===== config.mk =====
export PLATFORM = sky130hd
export DESIGN_NAME = dpcb_bank
export DESIGN_NICKNAME = d
export VERILOG_FILES = /design/src/core/dpcb_pkg.sv /design/src/core/dpcb_bank.sv /design/src/core/dpcb_ramp.sv
export SDC_FILE = /design/constraint.sdc
export NUM_CORES = 1
export LEC_CHECK = 0
export CAP_MARGIN = 20
export CORE_MARGIN = 10
export CORE_UTILIZATION = 45
export DETAILED_ROUTE_END_ITERATION = 10
export DONT_BUFFER_PORTS = 1
export PLACE_DENSITY = 0.67
export SYNTH_ARGS = -nofsm -noshare
export SYNTH_HDL_FRONTEND = slang
export SYNTH_SLANG_ARGS = --single-unit

===== constraint.sdc =====
create_clock -name clk -period 9.63 [get_ports clk]
set_clock_uncertainty 0.1 [all_clocks]
set_input_delay 0.963 -clock clk [delete_from_list [all_inputs] [get_ports clk]]
set_output_delay 0.963 -clock clk [all_outputs]
set_load 0.01 [all_outputs]

===== src/core/dpcb_pkg.sv =====
// Constants shared by the drive parameter bank and its test bench.
// Assumes a 10 MHz system clock and a 16-bit parameter access port.
package dpcb_pkg;

  //////////////////////////////////////////////////////////////////////////////
  // Parameter addresses.
  localparam logic [15:0] ADDR_SPECIAL = 16'h0284;
  localparam logic [15:0] ADDR_INERTIA = 16'h0286;
  localparam logic [15:0] ADDR_STATION = 16'h0300;
  localparam logic [15:0] ADDR_BAUD    = 16'h0302;

  //////////////////////////////////////////////////////////////////////////////
  // Reset values and ranges.
  localparam logic [15:0] RST_SPECIAL  = 16'h0000;
  localparam logic [15:0] RST_INERTIA  = 16'h000f;
  localparam logic [15:0] RST_STATION  = 16'h007f;
  localparam logic [15:0] RST_BAUD     = 16'h0033;
  localparam logic [15:0] INERTIA_MAX  = 16'h07d0;
  localparam logic [15:0] STATION_MIN  = 16'h0001;
  localparam logic [15:0] STATION_MAX  = 16'h007f;
  localparam logic [3:0]  BAUD_DIG_MAX = 4'h5;
  localparam logic [15:0] SPECIAL_MASK = 16'h8285;

  //////////////////////////////////////////////////////////////////////////////
  // Special-function bit positions.
  localparam int BIT_RAMP_EN   = 0;
  localparam int BIT_LV_AUTO   = 2;
  localparam int BIT_TEMP_HIDE = 7;
  localparam int BIT_ALARM_ALT = 9;
  localparam int BIT_ENC_QUAD  = 15;

  //////////////////////////////////////////////////////////////////////////////
  // Codes.
  localparam logic [7:0]  ADDR_BROADCAST = 8'hff;
  localparam logic [7:0]  LIMIT_ALWAYS   = 8'h10;
  localparam logic [7:0]  DO_FUNC_WARN   = 8'h11;
  localparam logic [7:0]  DO_FUNC_ALT    = 8'h07;
  localparam logic [7:0]  DO_FUNC_NONE   = 8'h00;
  localparam int          ENC_QUAD_SHIFT = 2;

  //////////////////////////////////////////////////////////////////////////////
  // Timing.
  localparam int CLK_PERIOD_NS = 100;
  localparam int MS_NS         = 1000000;
  localparam int MS_CYCLES     = MS_NS / CLK_PERIOD_NS;
  localparam int HOLD_MS       = 100;

  // Baud rate in bit/s for a selection digit.
  function automatic logic [16:0] baud_rate(input logic [3:0] code);
    logic [16:0] r;
    r = 17'h0;
    unique case (code)
      4'h0:    r = 17'h012c0;
      4'h1:    r = 17'h02580;
      4'h2:    r = 17'h04b00;
      4'h3:    r = 17'h09600;
      4'h4:    r = 17'h0e100;
      4'h5:    r = 17'h1c200;
      default: r = 17'h0;
    endcase
    return r;
  endfunction

endpackage


===== src/core/dpcb_bank.sv =====
// Drive parameter bank: parameter port, torque direction, speed limit,
// error latching, alarm routing, encoder scaling, station address and baud.
// Assumes all inputs but resetn synchronous to clk; special, inertia, station and baud parameters written over par_* port.
`timescale 1ns/1ns
module dpcb_bank #(
  parameter int MS_CYCLES = dpcb_pkg::MS_CYCLES,
  parameter int HOLD_MS   = dpcb_pkg::HOLD_MS
) (
  input  wire logic        clk,
  input  wire logic        resetn,
  input  wire logic        par_wr,
  input  wire logic        par_rd,
  input  wire logic [15:0] par_addr,
  input  wire logic [15:0] par_wdata,
  output logic             par_resp_q,
  output logic             par_err_q,
  output logic      [15:0] par_rdata_q,
  input  wire logic        torque_pass_input,
  input  wire logic        torque_negate_input,
  input  wire logic        torque_src_sel_lo,
  input  wire logic        torque_src_sel_hi,
  input  wire logic [15:0] torque_src0,
  input  wire logic [15:0] torque_src1,
  input  wire logic [15:0] torque_src2,
  input  wire logic [15:0] torque_src3,
  output logic      [15:0] torque_out_q,
  input  wire logic [7:0]  limit_mode_param,
  input  wire logic        speed_limit_input,
  input  wire logic        speed_sel_lo,
  input  wire logic        speed_sel_hi,
  input  wire logic [15:0] speed_lim0,
  input  wire logic [15:0] speed_lim1,
  input  wire logic [15:0] speed_lim2,
  input  wire logic [15:0] speed_lim3,
  input  wire logic [15:0] accel_time_param,
  input  wire logic [15:0] decel_time_param,
  input  wire logic [15:0] scurve_time_param,
  output logic             speed_limit_active_q,
  output logic      [15:0] speed_limit_cmd,
  input  wire logic        low_volt_event,
  input  wire logic        low_volt_clear,
  output logic             low_volt_err_q,
  input  wire logic        motor_temp_warn,
  output logic             temp_warn_disp_q,
  input  wire logic        drive_alarm_three,
  output logic             do_warn_q,
  output logic             do_alt_q,
  output logic      [7:0]  do_func_q,
  input  wire logic [15:0] encoder_out_pulses,
  output logic      [17:0] enc_host_count_q,
  input  wire logic        semi_auto,
  input  wire logic [15:0] inertia_est,
  output logic             inertia_done_q,
  input  wire logic        req_valid,
  input  wire logic [7:0]  req_addr,
  output logic             req_accept,
  output logic      [7:0]  station_addr_q,
  output logic      [16:0] port0_baud_q,
  output logic      [16:0] port1_baud_q
);

  initial if (MS_CYCLES < 2 || HOLD_MS < 1 || HOLD_MS > 65535) $error("dpcb_bank: bad parameter.");

  //////////////////////////////////////////////////////////////////////////////
  // Reset release.
  logic rst_meta_q;
  logic rst_n_q;

  always_ff @(posedge clk or negedge resetn)
  begin
    if (!resetn)
    begin
      rst_meta_q <= 1'b0;
      rst_n_q    <= 1'b0;
    end
    else
    begin
      rst_meta_q <= 1'b1;
      rst_n_q    <= rst_meta_q;
    end
  end

  //////////////////////////////////////////////////////////////////////////////
  // Parameter registers.
  logic [15:0] special_q, special_d;
  logic [15:0] inertia_thr_q, inertia_thr_d;
  logic [15:0] station_q, station_d;
  logic [15:0] baud_q, baud_d;
  logic        resp_d, err_d;
  logic [15:0] rdata_d;
  logic        hit;
  logic        ok;

  always_comb
  begin
    special_d     = special_q;
    inertia_thr_d = inertia_thr_q;
    station_d     = station_q;
    baud_d        = baud_q;
    rdata_d       = 16'h0;
    hit           = 1'b1;
    ok            = 1'b1;
    unique case (par_addr)
      dpcb_pkg::ADDR_SPECIAL: rdata_d = special_q;
      dpcb_pkg::ADDR_INERTIA:
      begin
        rdata_d = inertia_thr_q;
        ok      = par_wdata <= dpcb_pkg::INERTIA_MAX;
      end
      dpcb_pkg::ADDR_STATION:
      begin
        rdata_d = station_q;
        ok      = par_wdata >= dpcb_pkg::STATION_MIN && par_wdata <= dpcb_pkg::STATION_MAX;
      end
      dpcb_pkg::ADDR_BAUD:
      begin
        rdata_d = baud_q;
        ok      = par_wdata[15:8] == 8'h0 && par_wdata[7:4] <= dpcb_pkg::BAUD_DIG_MAX
                  && par_wdata[3:0] <= dpcb_pkg::BAUD_DIG_MAX;
      end
      default: hit = 1'b0;
    endcase
    if (par_wr && hit && ok)
    begin
      unique case (par_addr)
        dpcb_pkg::ADDR_SPECIAL: special_d = par_wdata & dpcb_pkg::SPECIAL_MASK;
        dpcb_pkg::ADDR_INERTIA: inertia_thr_d = par_wdata;
        dpcb_pkg::ADDR_STATION: station_d = par_wdata;
        default:                baud_d = par_wdata;
      endcase
    end
    resp_d = par_wr || par_rd;
    err_d  = (par_wr || par_rd) && (!hit || (par_wr && !ok));
    if (!par_rd)
      rdata_d = 16'h0;
  end

  always_ff @(posedge clk or negedge rst_n_q)
  begin
    if (!rst_n_q)
    begin
      special_q     <= dpcb_pkg::RST_SPECIAL;
      inertia_thr_q <= dpcb_pkg::RST_INERTIA;
      station_q     <= dpcb_pkg::RST_STATION;
      baud_q        <= dpcb_pkg::RST_BAUD;
      par_resp_q    <= 1'b0;
      par_err_q     <= 1'b0;
      par_rdata_q   <= 16'h0;
    end
    else
    begin
      special_q     <= special_d;
      inertia_thr_q <= inertia_thr_d;
      station_q     <= station_d;
      baud_q        <= baud_d;
      par_resp_q    <= resp_d;
      par_err_q     <= err_d;
      par_rdata_q   <= rdata_d;
    end
  end

  //////////////////////////////////////////////////////////////////////////////
  // Millisecond enable.
  logic [$clog2(MS_CYCLES)-1:0] div_q, div_d;
  logic                         ms_tick;

  always_comb
  begin
    ms_tick = div_q == ($clog2(MS_CYCLES))'(MS_CYCLES - 1);
    div_d   = ms_tick ? '0 : div_q + 1'b1;
  end

  //////////////////////////////////////////////////////////////////////////////
  // Torque, speed limit, errors, alarm and encoder outputs.
  logic [15:0] sel_cmd;
  logic [15:0] torque_d;
  logic        spd_act_d;
  logic        lv_d;
  logic        temp_d;
  logic        warn_d, alt_d;
  logic [7:0]  func_d;
  logic [17:0] enc_d;
  logic [15:0] spd_target;

  always_comb
  begin
    unique case ({torque_src_sel_hi, torque_src_sel_lo})
      2'b00:   sel_cmd = torque_src0;
      2'b01:   sel_cmd = torque_src1;
      2'b10:   sel_cmd = torque_src2;
      default: sel_cmd = torque_src3;
    endcase
    if (torque_pass_input && !torque_negate_input)
      torque_d = sel_cmd;
    else if (!torque_pass_input && torque_negate_input)
      torque_d = (sel_cmd == 16'h8000) ? 16'h7fff : 16'h0 - sel_cmd;
    else
      torque_d = 16'h0;
    unique case ({speed_sel_hi, speed_sel_lo})
      2'b00:   spd_target = speed_lim0;
      2'b01:   spd_target = speed_lim1;
      2'b10:   spd_target = speed_lim2;
      default: spd_target = speed_lim3;
    endcase
    spd_act_d = limit_mode_param == dpcb_pkg::LIMIT_ALWAYS || speed_limit_input;
    lv_d = low_volt_err_q;
    if (special_q[dpcb_pkg::BIT_LV_AUTO])
      lv_d = low_volt_event;
    else if (low_volt_event)
      lv_d = 1'b1;
    else if (low_volt_clear)
      lv_d = 1'b0;
    temp_d = motor_temp_warn && !special_q[dpcb_pkg::BIT_TEMP_HIDE];
    alt_d  = drive_alarm_three && special_q[dpcb_pkg::BIT_ALARM_ALT];
    warn_d = drive_alarm_three && !special_q[dpcb_pkg::BIT_ALARM_ALT];
    func_d = alt_d ? dpcb_pkg::DO_FUNC_ALT : warn_d ? dpcb_pkg::DO_FUNC_WARN : dpcb_pkg::DO_FUNC_NONE;
    if (special_q[dpcb_pkg::BIT_ENC_QUAD])
      enc_d = {2'b00, encoder_out_pulses};
    else
      enc_d = {encoder_out_pulses, 2'b00};
  end

  always_ff @(posedge clk or negedge rst_n_q)
  begin
    if (!rst_n_q)
    begin
      div_q                <= '0;
      torque_out_q         <= 16'h0;
      speed_limit_active_q <= 1'b0;
      low_volt_err_q       <= 1'b0;
      temp_warn_disp_q     <= 1'b0;
      do_warn_q            <= 1'b0;
      do_alt_q             <= 1'b0;
      do_func_q            <= dpcb_pkg::DO_FUNC_NONE;
      enc_host_count_q     <= 18'h0;
    end
    else
    begin
      div_q                <= div_d;
      torque_out_q         <= torque_d;
      speed_limit_active_q <= spd_act_d;
      low_volt_err_q       <= lv_d;
      temp_warn_disp_q     <= temp_d;
      do_warn_q            <= warn_d;
      do_alt_q             <= alt_d;
      do_func_q            <= func_d;
      enc_host_count_q     <= enc_d;
    end
  end

  dpcb_ramp #(
    .W (16)
  ) u_ramp (
    .clk       (clk),
    .rst_n     (rst_n_q),
    .ms_tick   (ms_tick),
    .enable    (special_q[dpcb_pkg::BIT_RAMP_EN]),
    .target    (spd_target),
    .accel_ms  (accel_time_param),
    .decel_ms  (decel_time_param),
    .smooth_ms (scurve_time_param),
    .value_q   (speed_limit_cmd)
  );

  //////////////////////////////////////////////////////////////////////////////
  // Inertia estimate stability, station address and baud rates.
  logic [15:0] hold_q, hold_d;
  logic        done_d;

  always_comb
  begin
    hold_d = hold_q;
    if (!(semi_auto && inertia_est < inertia_thr_q))
      hold_d = 16'h0;
    else if (ms_tick && hold_q != 16'(HOLD_MS))
      hold_d = hold_q + 16'h1;
    done_d = hold_d == 16'(HOLD_MS);
  end

  always_ff @(posedge clk or negedge rst_n_q)
  begin
    if (!rst_n_q)
    begin
      hold_q         <= 16'h0;
      inertia_done_q <= 1'b0;
      station_addr_q <= dpcb_pkg::RST_STATION[7:0];
      port0_baud_q   <= 17'h0;
      port1_baud_q   <= 17'h0;
    end
    else
    begin
      hold_q         <= hold_d;
      inertia_done_q <= done_d;
      station_addr_q <= station_q[7:0];
      port0_baud_q   <= dpcb_pkg::baud_rate(baud_q[3:0]);
      port1_baud_q   <= dpcb_pkg::baud_rate(baud_q[7:4]);
    end
  end

  assign req_accept = req_valid && (req_addr == dpcb_pkg::ADDR_BROADCAST || req_addr == station_q[7:0]);
endmodule // dpcb_bank


===== src/core/dpcb_ramp.sv =====
// Speed-limit ramp: walks its output towards a target one step per interval.
// Assumes a one-cycle millisecond enable pulse from the parent.
`timescale 1ns/1ns
module dpcb_ramp #(
  parameter int W = 16
) (
  input  wire logic         clk,
  input  wire logic         rst_n,
  input  wire logic         ms_tick,
  input  wire logic         enable,
  input  wire logic [W-1:0] target,
  input  wire logic [15:0]  accel_ms,
  input  wire logic [15:0]  decel_ms,
  input  wire logic [15:0]  smooth_ms,
  output logic      [W-1:0] value_q
);

  initial if (W < 2) $error("dpcb_ramp: W too small.");

  logic [16:0]  cnt_q;
  logic [16:0]  cnt_d;
  logic [W-1:0] value_d;
  logic [16:0]  period;
  logic         up;

  //////////////////////////////////////////////////////////////////////////////
  // Step interval is the accel or decel time plus the smoothing time.
  always_comb
  begin
    up      = target > value_q;
    period  = (up ? {1'b0, accel_ms} : {1'b0, decel_ms}) + {1'b0, smooth_ms};
    cnt_d   = cnt_q;
    value_d = value_q;
    if (!enable)
    begin
      value_d = target;
      cnt_d   = 17'h0;
    end
    else if (value_q == target)
      cnt_d = 17'h0;
    else if (ms_tick)
    begin
      if (cnt_d + 17'h1 >= period)
      begin
        cnt_d   = 17'h0;
        value_d = up ? value_q + W'(1) : value_q - W'(1);
      end
      else
        cnt_d = cnt_q + 17'h1;
    end
  end

  always_ff @(posedge clk or negedge rst_n)
  begin
    if (!rst_n)
    begin
      cnt_q   <= 17'h0;
      value_q <= '0;
    end
    else
    begin
      cnt_q   <= cnt_d;
      value_q <= value_d;
    end
  end

endmodule // dpcb_ramp


==> flow_summary_export.csv, run 1 <==
group,metric,value,unit
yosys,synth.distinct_cells,71,
sta,hold_viol,0,
yosys,synth-main-ff-cell,"dfrtp_1",
power_and_ir_drop,p_total,2280,µW
die,die_h,188,µm
final_layout,nets,1586,
critical_path,worstPathRequired,9.89,ns
place,numPortBuffers,0,
yosys,ys_seq_area_share,41.2,%
clock_tree,postCtsHoldBufs,0,
outcome,status,"finished, final reports clean",
final_layout,syn2layout_area_growth,8.91,%
critical_path,crit_arrival,7.94,ns
place,dp_slack,1.42,ns
drt,wl_per_cell,21.0,µm
final_layout,multi_input_area,6970,µm²
sta,fin_ws,1.95,ns
die,rows,61,
yosys,syn_area,12600,µm²
drt,drc,0,
yosys,synthCells,1239,
global_routing,grt_pass1_wl,54400,µm
critical_path,crit_type,"in -> reg",
final_layout,fillers,2545,
clock_tree,cts.sink_count,207,
power_and_ir_drop,max-vdd-ir-drop,0.0000961,V
critical_path,regToRegSetupSlack,2.28,ns
clock_tree,cts_buffer_depth,3,
sta,slew_viol_final,0,
die,io_pins,398,
global_routing,grt_max_degree,69,
drt,dr.pass1.iters,5,
critical_path,reg2reg_depth,26,
sta,final.setup.tns,0,ns
die,die_area,35200,µm²
power_and_ir_drop,p_leak,0.00614,µW
clock_tree,insertion_delay,0.52,ns
die,start_util,45.5,%
clock_tree,cts_buffers,24,
sta,grt_setup_unrepaired,"no",
drt,via_count,9314,
drt,via_per_inst,5.72,
clock_tree,cts_tree,"yes",
critical_path,r2r_end,"u_ramp.value_q[9]",
sta,worst_pin_slew,1.07,ns
critical_path,end_kind,"flop",
place,place.gp.congestion,0.887,
clock_tree,cts_root_buffer,"clkbuf_16",
drt,drtIter0Drc,633,
clock_tree,clkTransAtPathRegs,0.06,ns
place,place_hpwl,27100,µm
critical_path,cpPeakStageDelay,0.70,ns
global_routing,grt_usage,18.6,%
sta,setup_viol_count_final,0,
critical_path,cp_max_fo,29,
critical_path,crit_path_frequent_cell,"ha_1",
sta,fin_crit_sh,79.7,%
global_routing,antenna_found_initial,5,
yosys,yosys_warnings,0,
clock_tree,cts_max_level,1,
job,drv_cap,0,
power_and_ir_drop,powerDensity,165,nW/µm²
place,dpl.cell_count,1579,
sta,fmax,0.130,GHz
yosys,synth_edf_count,0,
critical_path,start_kind,"input port",
clock_tree,post_cts_resized,0,
final_layout,drive_gt1_share,13.3,%
sta,period_needed,7.68,ns
yosys,synth_seq_cells,207,
global_routing,grt-ovfl-total,0,
worst_hold_path,hp-class,"in -> async",
drt,routed_wl,34200,µm
die,core,27800,µm²
yosys,syn_avg_cell_area,10.2,µm²
yosys,ys_async_sr_fraction,100,%
final_layout,layout.cells.non_filler,1628,
die,die_w,188,µm
critical_path,rr_startpoint,"u_ramp.value_q[1]",
final_layout,regArea,5210,µm²
global_routing,grt_pass1_vias,9707,
clock_tree,cts_setup_buffers,0,
critical_path,crit_slowest_cell,"nand2_1",
sta,slew_headroom,28.2,%
drt,drtAntennaViolNets,0,
final_layout,fin_area,13800,µm²
place,dpl-instance-area,13000,µm²
Yosys cell counts, types with 18 or more instances:
library cell	instances	area (µm²)
nor3_1	32	160
and3_1	18	113
buf_4	19	143
a21o_1	23	173
a22o_1	23	201
a21oi_1	61	305
o21ai_1	29	145
nand2_1	87	327
xnor2_1	51	447
nor2b_1	32	200
mux4_2	32	721
o21ai_0	20	100
xor2_1	31	272
nand3_1	33	165
inv_1	57	214
mux2i_1	23	230
mux2_2	42	473
clkbuf_1	40	150
ha_1	83	1040
dfrtp_1	185	4630
nor2_1	113	424
nand4_1	20	125
dfstp_2	22	578
how the worst max path moves through the flow:
stage | from | endpoint | slack, ns
2_1_floorplan | speed_sel_lo | u_ramp.value_q[9] | 1.22
5_1_grt | speed_sel_lo | u_ramp.value_q[11] | 1.21
6_report | speed_sel_lo | u_ramp.value_q[9] | 1.95
3_3_place_gp | speed_sel_lo | u_ramp.cnt_q[14] | 1.61
4_1_cts | speed_sel_lo | u_ramp.value_q[9] | 1.93
3_5_place_dp | speed_sel_lo | u_ramp.value_q[15] | 1.42
metrics by stage:
| stage | hold WS, ns | utilization (%) |
|---|---|---|
| 6_report | 0.0443 | 49.6 |
| 5_1_grt | 0.0195 | 49.6 |
| 4_1_cts | 0.0215 | 49.5 |
| 3_5_place_dp | 0.0763 | 46.6 |
| 3_3_place_gp | 0.0781 | 46.6 |
| 2_1_floorplan | 0.231 | - |
sequential cells by signal, summed over array words and instances, names as in the netlist, 2 cells and up:
name              count
baud_q               16
div_q                14
do_func_q             2
enc_host_count_q     18
hold_q               16
inertia_thr_q        16
par_rdata_q          16
port0_baud_q         11
port1_baud_q         11
special_q             5
station_addr_q        8
station_q            16
torque_out_q         16
u_ramp.cnt_q         17
u_ramp.value_q       16
critical path, delay by kind of cell:
family                   cells  cell delay [ns]
buffers and inverters        1             0.07
AND/OR/NAND/NOR              7             1.89
adder cells (fa/ha/maj)      4             1.04
XOR/XNOR                     1             0.14
multiplexers                 2             0.91
AO/OA/AOI/OAI               11             2.90
cell type report:
class | count | area share [%]
Multi-Input combinational cell | 925 | 50.6
Antenna cell | 4 | 0.0727
Clock inverter | 10 | 0.645
Timing Repair Buffer | 12 | 0.654
Sequential cell | 207 | 37.8
Clock buffer | 34 | 5.15
Inverter | 58 | 1.58
Tap cell | 378 | 3.43
cells in the final DEF, fill, tap and decap left out, types with 6 or more instances in the layout:
cell,count
xnor2_1,51
clkbuf_16,25
a21oi_1,61
o211ai_1,10
and2_1,7
or4_1,6
inv_1,57
mux4_2,32
nor2b_1,32
buf_4,12
nand4_1,20
nor3_1,30
xor2_1,31
mux2_1,17
mux2i_1,23
or2_2,8
nor4_1,8
nand2_1,87
nor2_1,113
dfrtp_1,184
or3_1,6
o21ai_1,29
mux2_2,42
a21o_1,23
nand2b_1,13
and3_1,18
o21ai_0,20
a22o_1,23
ha_1,83
nand3_1,33
conb_1,17
dfstp_2,22
cell families (layout without fill, tap and decap cells):
logic type / count (synthesis) / in the layout / synth area share, %
mux: 114 / 114 / 12.8
xor+xnor: 82 / 82 / 5.68
fa+ha+maj: 85 / 85 / 8.53
compound gates: 214 / 214 / 11.0
other cells: 2 / 21 / 0.0594
simple gates: 413 / 413 / 16.6
buf+inv: 122 / 114 / 4.25
flops: 207 / 207 / 41.2
layer usage:
metal | vias up | track usage [%] | routed length [µm]
li1 | 4409 | - | -
met1 | 4508 | 22.7 | 14200
met2 | 350 | 32.1 | 16800
met3 | 41 | 5.16 | 2690
met4 | 6 | 3.69 | 429
met5 | - | 0 | 32
power by group:
| part | internal [µW] | leakage [µW] | total (µW) | switching, µW |
|---|---|---|---|---|
| logic | 210 | 0.00313 | 452 | 242 |
| registers | 889 | 0.00262 | 919 | 29.3 |
| clock network | 541 | 0.000383 | 908 | 367 |
(Power assumes the default switching activity.)
==> run 2, diff against run 1 <==
- PLACE_DENSITY: 0.67 -> 0.69
- clock period: 9.63 -> 7 ns (I/O delays scaled with it)
==> flow_summary_export.csv, run 2 (synthesized netlist as in run 1, its figures left out) <==
group,metric,value,unit
place,dp_slack,-0.0586,ns
sta,setup_viol_count_final,0,
place,numPortBuffers,0,
global_routing,grt_pass1_vias,9658,
clock_tree,cts_max_level,1,
drt,routed_wl,33700,µm
global_routing,grt_usage,18.2,%
power_and_ir_drop,p_leak,0.00616,µW
die,start_util,45.5,%
final_layout,final_cell_mix,"184 x dfrtp_1, 113 x nor2_1, 87 x nand2_1, 83 x ha_1, 61 x a21oi_1",
sta,fin_ws,0.556,ns
critical_path,cpPeakStageDelay,0.51,ns
drt,drtIter0Drc,607,
global_routing,met1_usage,22.5,%
drt,via_count,9307,
critical_path,start_kind,"input port",
sta,fmax,0.155,GHz
clock_tree,cts.sink_count,207,
power_and_ir_drop,max-vdd-ir-drop,0.000170,V
die,die_area,35200,µm²
final_layout,top_regs,"enc_host_count_q x18, u_ramp.cnt_q x17",
global_routing,grt-ovfl-total,0,
global_routing,grt_max_degree,185,
drt,drc,0,
die,die_w,188,µm
sta,fin_crit_sh,92.1,%
place,dpl-instance-area,13000,µm²
drt,drtAntennaViolNets,0,
place,place.gp.congestion,0.864,
final_layout,regArea,5210,µm²
clock_tree,clkTransAtPathRegs,0.06,ns
drt,wl_per_cell,20.7,µm
sta,worst_pin_slew,1.06,ns
critical_path,end_kind,"flop",
clock_tree,cts_buffer_depth,3,
final_layout,fillers,2559,
die,rows,61,
die,die_h,188,µm
critical_path,crit_slowest_cell,"mux4_2",
clock_tree,cts_tree,"yes",
sta,slew_viol_final,0,
critical_path,crit_type,"in -> reg",
place,place_hpwl,26600,µm
sta,grt_setup_unrepaired,"no",
clock_tree,cts_setup_buffers,0,
critical_path,worstPathRequired,7.34,ns
final_layout,multi_input_area,6990,µm²
final_layout,syn2layout_area_growth,9.51,%
job,drv_cap,0,
final_layout,final_common_cell,"dfrtp_1",
sta,hold_viol,0,
global_routing,use_met3,5.19,%
die,core,27800,µm²
power_and_ir_drop,powerDensity,226,nW/µm²
drt,dr.pass1.iters,5,
final_layout,largest_register,"enc_host_count_q",
worst_hold_path,hp-class,"reg -> async",
critical_path,crit_arrival,6.78,ns
global_routing,antenna_found_initial,1,
clock_tree,cts_root_buffer,"clkbuf_16",
sta,slew_headroom,29.0,%
global_routing,use_met2,30.9,%
global_routing,grt.busiest_layer,"met2",
drt,via_per_inst,5.71,
clock_tree,cts_buffers,23,
die,io_pins,398,
final_layout,largest_register_ffs,18,
final_layout,nets,1590,
sta,period_needed,6.44,ns
critical_path,cp_max_fo,17,
power_and_ir_drop,p_total,3130,µW
global_routing,grt_pass1_wl,53800,µm
outcome,status,"finished, final reports clean",
final_layout,fin_area,13800,µm²
final_layout,drive_gt1_share,13.8,%
clock_tree,insertion_delay,0.50,ns
[run 2: final cells by class]
cell class              count  share of cell area [%]
well taps                 378                    3.41
multi-input cells         925                    50.5
clock inverters            15                    1.25
flip-flops and latches    207                    37.6
clock buffers              26                    4.38
inverters                  58                    1.57
repair buffers             17                    1.24
diodes                      3                  0.0542
[run 2: critical path, delay by kind of cell]
kind | cells | cell delay [ns]
buf+inv | 2 | 0.24
mux | 2 | 0.86
fa+ha+maj | 4 | 0.99
simple gates | 5 | 1.12
compound gates | 14 | 2.72
xor+xnor | 1 | 0.15
[run 2: worst paths after layout]
check / startpoint / to / slack, ns / cells past startpoint
min reg2reg: rst_n_q / torque_out_q[4] / 0.12 / 0
min: rst_n_q / torque_out_q[4] / 0.12 / 0
max in group asynchronous: rst_n_q / special_q[0] / 5.41 / 1
min in group clk: drive_alarm_three / do_func_q[0] / 0.13 / 0
max reg2reg: u_ramp.value_q[1] / u_ramp.cnt_q[5] / 0.66 / 28
max: speed_sel_lo / u_ramp.cnt_q[5] / 0.56 / 28
[run 2: metrics by stage]
step | cells | util (%) | hold WS [ns] | setup TNS [ns]
after floorplan | 1254 | - | 0.231 | 0
after global placement | 1582 | 46.9 | 0.118 | 0
after detailed placement | 1583 | 46.9 | 0.122 | -0.101
after CTS | 1625 | 49.8 | 0.0960 | 0
after global routing | 1626 | 49.8 | 0.102 | 0
final | 1629 | 49.9 | 0.116 | 0
[run 2: what timing repair did]
| action | CTS | global route |
|---|---|---|
| endpoints found under the hold margin | 2 | 0 |
| gates resized for setup | 0 | 1 |
| setup endpoints to repair | 0 | 5 |
| hold buffers | 1 | 0 |
[run 2: report_power, final]
part           internal (µW)  switching (µW)  total (µW)
clock                    738             494        1230
sequential              1220            41.3        1260
combinational            296             335         632
total                   2260             871        3130
[run 2: per-layer routing]
metal	vias to the layer above	share of wire, %
met2	353	49
met1	4514	41
met5	-	0
met3	38	8.3
met4	0	1.9
li1	4402	-
==> run 3, diff against run 2 <==
- ABC_AREA: default -> 1
- PLACE_DENSITY: 0.69 -> default
- PLACE_DENSITY_LB_ADDON: default -> 0.3
==> flow_summary_export.csv, run 3 <==
group,metric,value,unit
outcome,status,"finished, final reports clean",
critical_path,cp_max_fo,20,
yosys,synth_seq_cells,207,
clock_tree,cts.sink_count,207,
worst_hold_path,hp-class,"in -> reg",
critical_path,r2r_end,"u_ramp.cnt_q[14]",
sta,fmax,0.159,GHz
yosys,synthTopCellsByArea,"dfrtp_1 33%, nand2_1 13%, ha_1 7.4%, inv_1 6.6%, nor2_1 5.0%",
die,io_pins,398,
sta,final.setup.tns,0,ns
yosys,synth_compound_area_share,11.8,%
critical_path,regToRegSetupSlack,1.16,ns
power_and_ir_drop,seqPwrFrac,38.4,%
place,dpl-instance-area,14200,µm²
yosys,yosys.area_share.adder,7.70,%
final_layout,final_common_cell,"nand2_1",
global_routing,grt_pass1_wl,69200,µm
yosys,synth_top_family_by_area,"simple AND/OR/NAND/NOR gates",
sta,period_needed,6.30,ns
critical_path,crit_path_frequent_cell,"nand2_1",
yosys,synthCells,1901,
power_and_ir_drop,p_clk_share,41.1,%
yosys,yosys.area.top_type,"dfrtp_1",
final_layout,fin_util,49.2,%
final_layout,drive_gt1_share,8.06,%
clock_tree,cts_tree,"yes",
die,core,30700,µm²
critical_path,start_kind,"input port",
power_and_ir_drop,p_sw,992,µW
yosys,synth-main-ff-cell,"dfrtp_1",
clock_tree,clkTransAtPathRegs,0.07,ns
global_routing,grt_usage,21.8,%
clock_tree,postCtsHoldBufs,1,
sta,hold_viol,0,
sta,fin_crit_sh,90.0,%
drt,dr.pass1.iters,5,
clock_tree,cts_root_buffer,"clkbuf_16",
sta,worst_pin_slew,0.996,ns
yosys,syn_avg_cell_area,7.37,µm²
worst_hold_path,min_from,"drive_alarm_three",
place,place.gp.congestion,0.954,
yosys,synth-simple-area-share,29.3,%
critical_path,end_kind,"flop",
drt,drtIter0Drc,793,
final_layout,largest_register_ffs,18,
global_routing,grt_max_degree,145,
yosys,synthTopCellsByCount,"486 x nand2_1, 247 x inv_1, 186 x nor2_1",
critical_path,crit_arrival,6.63,ns
global_routing,grt-ovfl-total,0,
power_and_ir_drop,p_comb_share,20.5,%
sta,slew_viol_final,0,
clock_tree,cts_max_level,1,
worst_hold_path,min_delay_path_depth,0,
critical_path,worstPathRequired,7.33,ns
power_and_ir_drop,switching_share,30.0,%
yosys,ys_seq_area_share,37.2,%
yosys,yosys_warnings,0,
yosys,synthMuxAreaShare,1.21,%
clock_tree,cts_buffer_depth,3,
sta,fin_ws,0.701,ns
sta,setup_viol_count_final,0,
power_and_ir_drop,p_leak,0.00743,µW
place,dpl.cell_count,2249,
critical_path,cpPeakStageDelay,0.50,ns
critical_path,crit_type,"in -> reg",
die,die_w,196,µm
critical_path,reg2reg_depth,25,
clock_tree,cts_buffers,24,
sta,slew_headroom,33.3,%
final_layout,final_cell_mix,"486 x nand2_1, 247 x inv_1, 186 x nor2_1, 184 x dfrtp_1, 130 x o21ai_0",
global_routing,grt_pass1_vias,12800,
final_layout,fillers,2969,
critical_path,crit_slowest_cell,"nor4_1",
final_layout,syn2layout_area_growth,7.64,%
drt,via_per_inst,5.50,
clock_tree,post_cts_resized,0,
job,drv_cap,0,
die,die_h,196,µm
yosys,synth_xor_area_share,2.75,%
power_and_ir_drop,powerDensity,219,nW/µm²
drt,via_count,12600,
power_and_ir_drop,p_int,2320,µW
worst_hold_path,worstHoldEndpoint,"do_func_q[0]",
place,place_hpwl,34700,µm
yosys,synth_edf_count,0,
final_layout,nets,2238,
power_and_ir_drop,max-vdd-ir-drop,0.000233,V
global_routing,antenna_found_initial,2,
yosys,ys_async_sr_fraction,100,%
final_layout,fin_area,15100,µm²
drt,drc,0,
yosys,synth.most_common_cell,"nand2_1",
sta,grt_setup_unrepaired,"no",
die,die_area,38600,µm²
yosys,synth.distinct_cells,55,
critical_path,rr_startpoint,"u_ramp.value_q[7]",
final_layout,top_regs,"enc_host_count_q x18, u_ramp.cnt_q x17",
die,start_util,45.7,%
yosys,synth_top_area_share,33.0,%
place,dp_slack,0.246,ns
drt,drtAntennaViolNets,0,
drt,routed_wl,43600,µm
die,rows,64,
clock_tree,insertion_delay,0.55,ns
drt,wl_per_cell,19.0,µm
clock_tree,cts_setup_buffers,0,
final_layout,layout.cells.non_filler,2296,
yosys,syn_area,14000,µm²
place,numPortBuffers,0,
final_layout,largest_register,"enc_host_count_q",
## run 3: changes by cell type in the layout (fill, tap and decap cells not counted), sizes merged, moves of 44 or more
cell,before,now
mux2,59,15
o21ai,49,157
nand2,87,490
nand3,33,119
inv,58,259
nor2,113,203
## run 3: cell families after synthesis
family | after synthesis
xor gates and xnor gates | 44
adders and majority gates | 85
AOI/OAI and AO/OA | 294
and+or+nand+nor | 925
other | 2
buffers and inverters | 329
muxes | 15
DFF | 207
## run 3: critical path: cells and delay by family
kind	cells	cell delay, ns
xor+xnor	1	0.17
compound gates	7	1.31
buf+inv	4	0.73
fa+ha+maj	4	1.00
mux	1	0.18
simple gates	13	2.51
## run 3: layout make-up
type	instances	area, µm²	area share, %
Multi-Input combinational cell	1380	7440	49.4
Sequential cell	207	5210	34.6
Inverter	260	976	6.47
Clock buffer	31	677	4.49
Tap cell	396	495	3.29
Clock inverter	13	204	1.35
Timing Repair Buffer	7	67.6	0.448
Antenna cell	2	5.00	0.0332
## run 3: routing by layer
metal / vias up / global-route usage [%] / share of wire, %
met5: - / 0 / 0
met4: 0 / 6.39 / 2.4
met3: 60 / 5.33 / 8.7
met2: 526 / 38.8 / 50
met1: 5890 / 25.4 / 39
li1: 6145 / - / -
## run 3: power groups by stage
stage | clock network (µW) | logic, µW | registers [µW]
detailed placement | 0 | 673 | 1290
global placement | 0 | 659 | 1290
finish | 1360 | 678 | 1270
floorplan | 0 | 539 | 1290
CTS | 1390 | 677 | 1270
global route | 1440 | 783 | 1280
## run 3: worst max path at each step
stage | start | end | slack, ns
floorplan | rst_n_q | baud_q[10] | 0.74
global placement | speed_sel_hi | u_ramp.cnt_q[14] | 0.53
detailed placement | speed_sel_hi | u_ramp.cnt_q[14] | 0.25
CTS | speed_sel_hi | u_ramp.cnt_q[14] | 0.80
global route | speed_sel_hi | u_ramp.value_q[12] | 0.09
finish | speed_sel_hi | u_ramp.cnt_q[14] | 0.70
## run 3: through the flow
step	power, µW	hold slack, ns
finish	3310	0.0795
global route	3500	0.0579
floorplan	1820	0.231
global placement	1950	0.236
detailed placement	1960	0.240
CTS	3340	0.0590
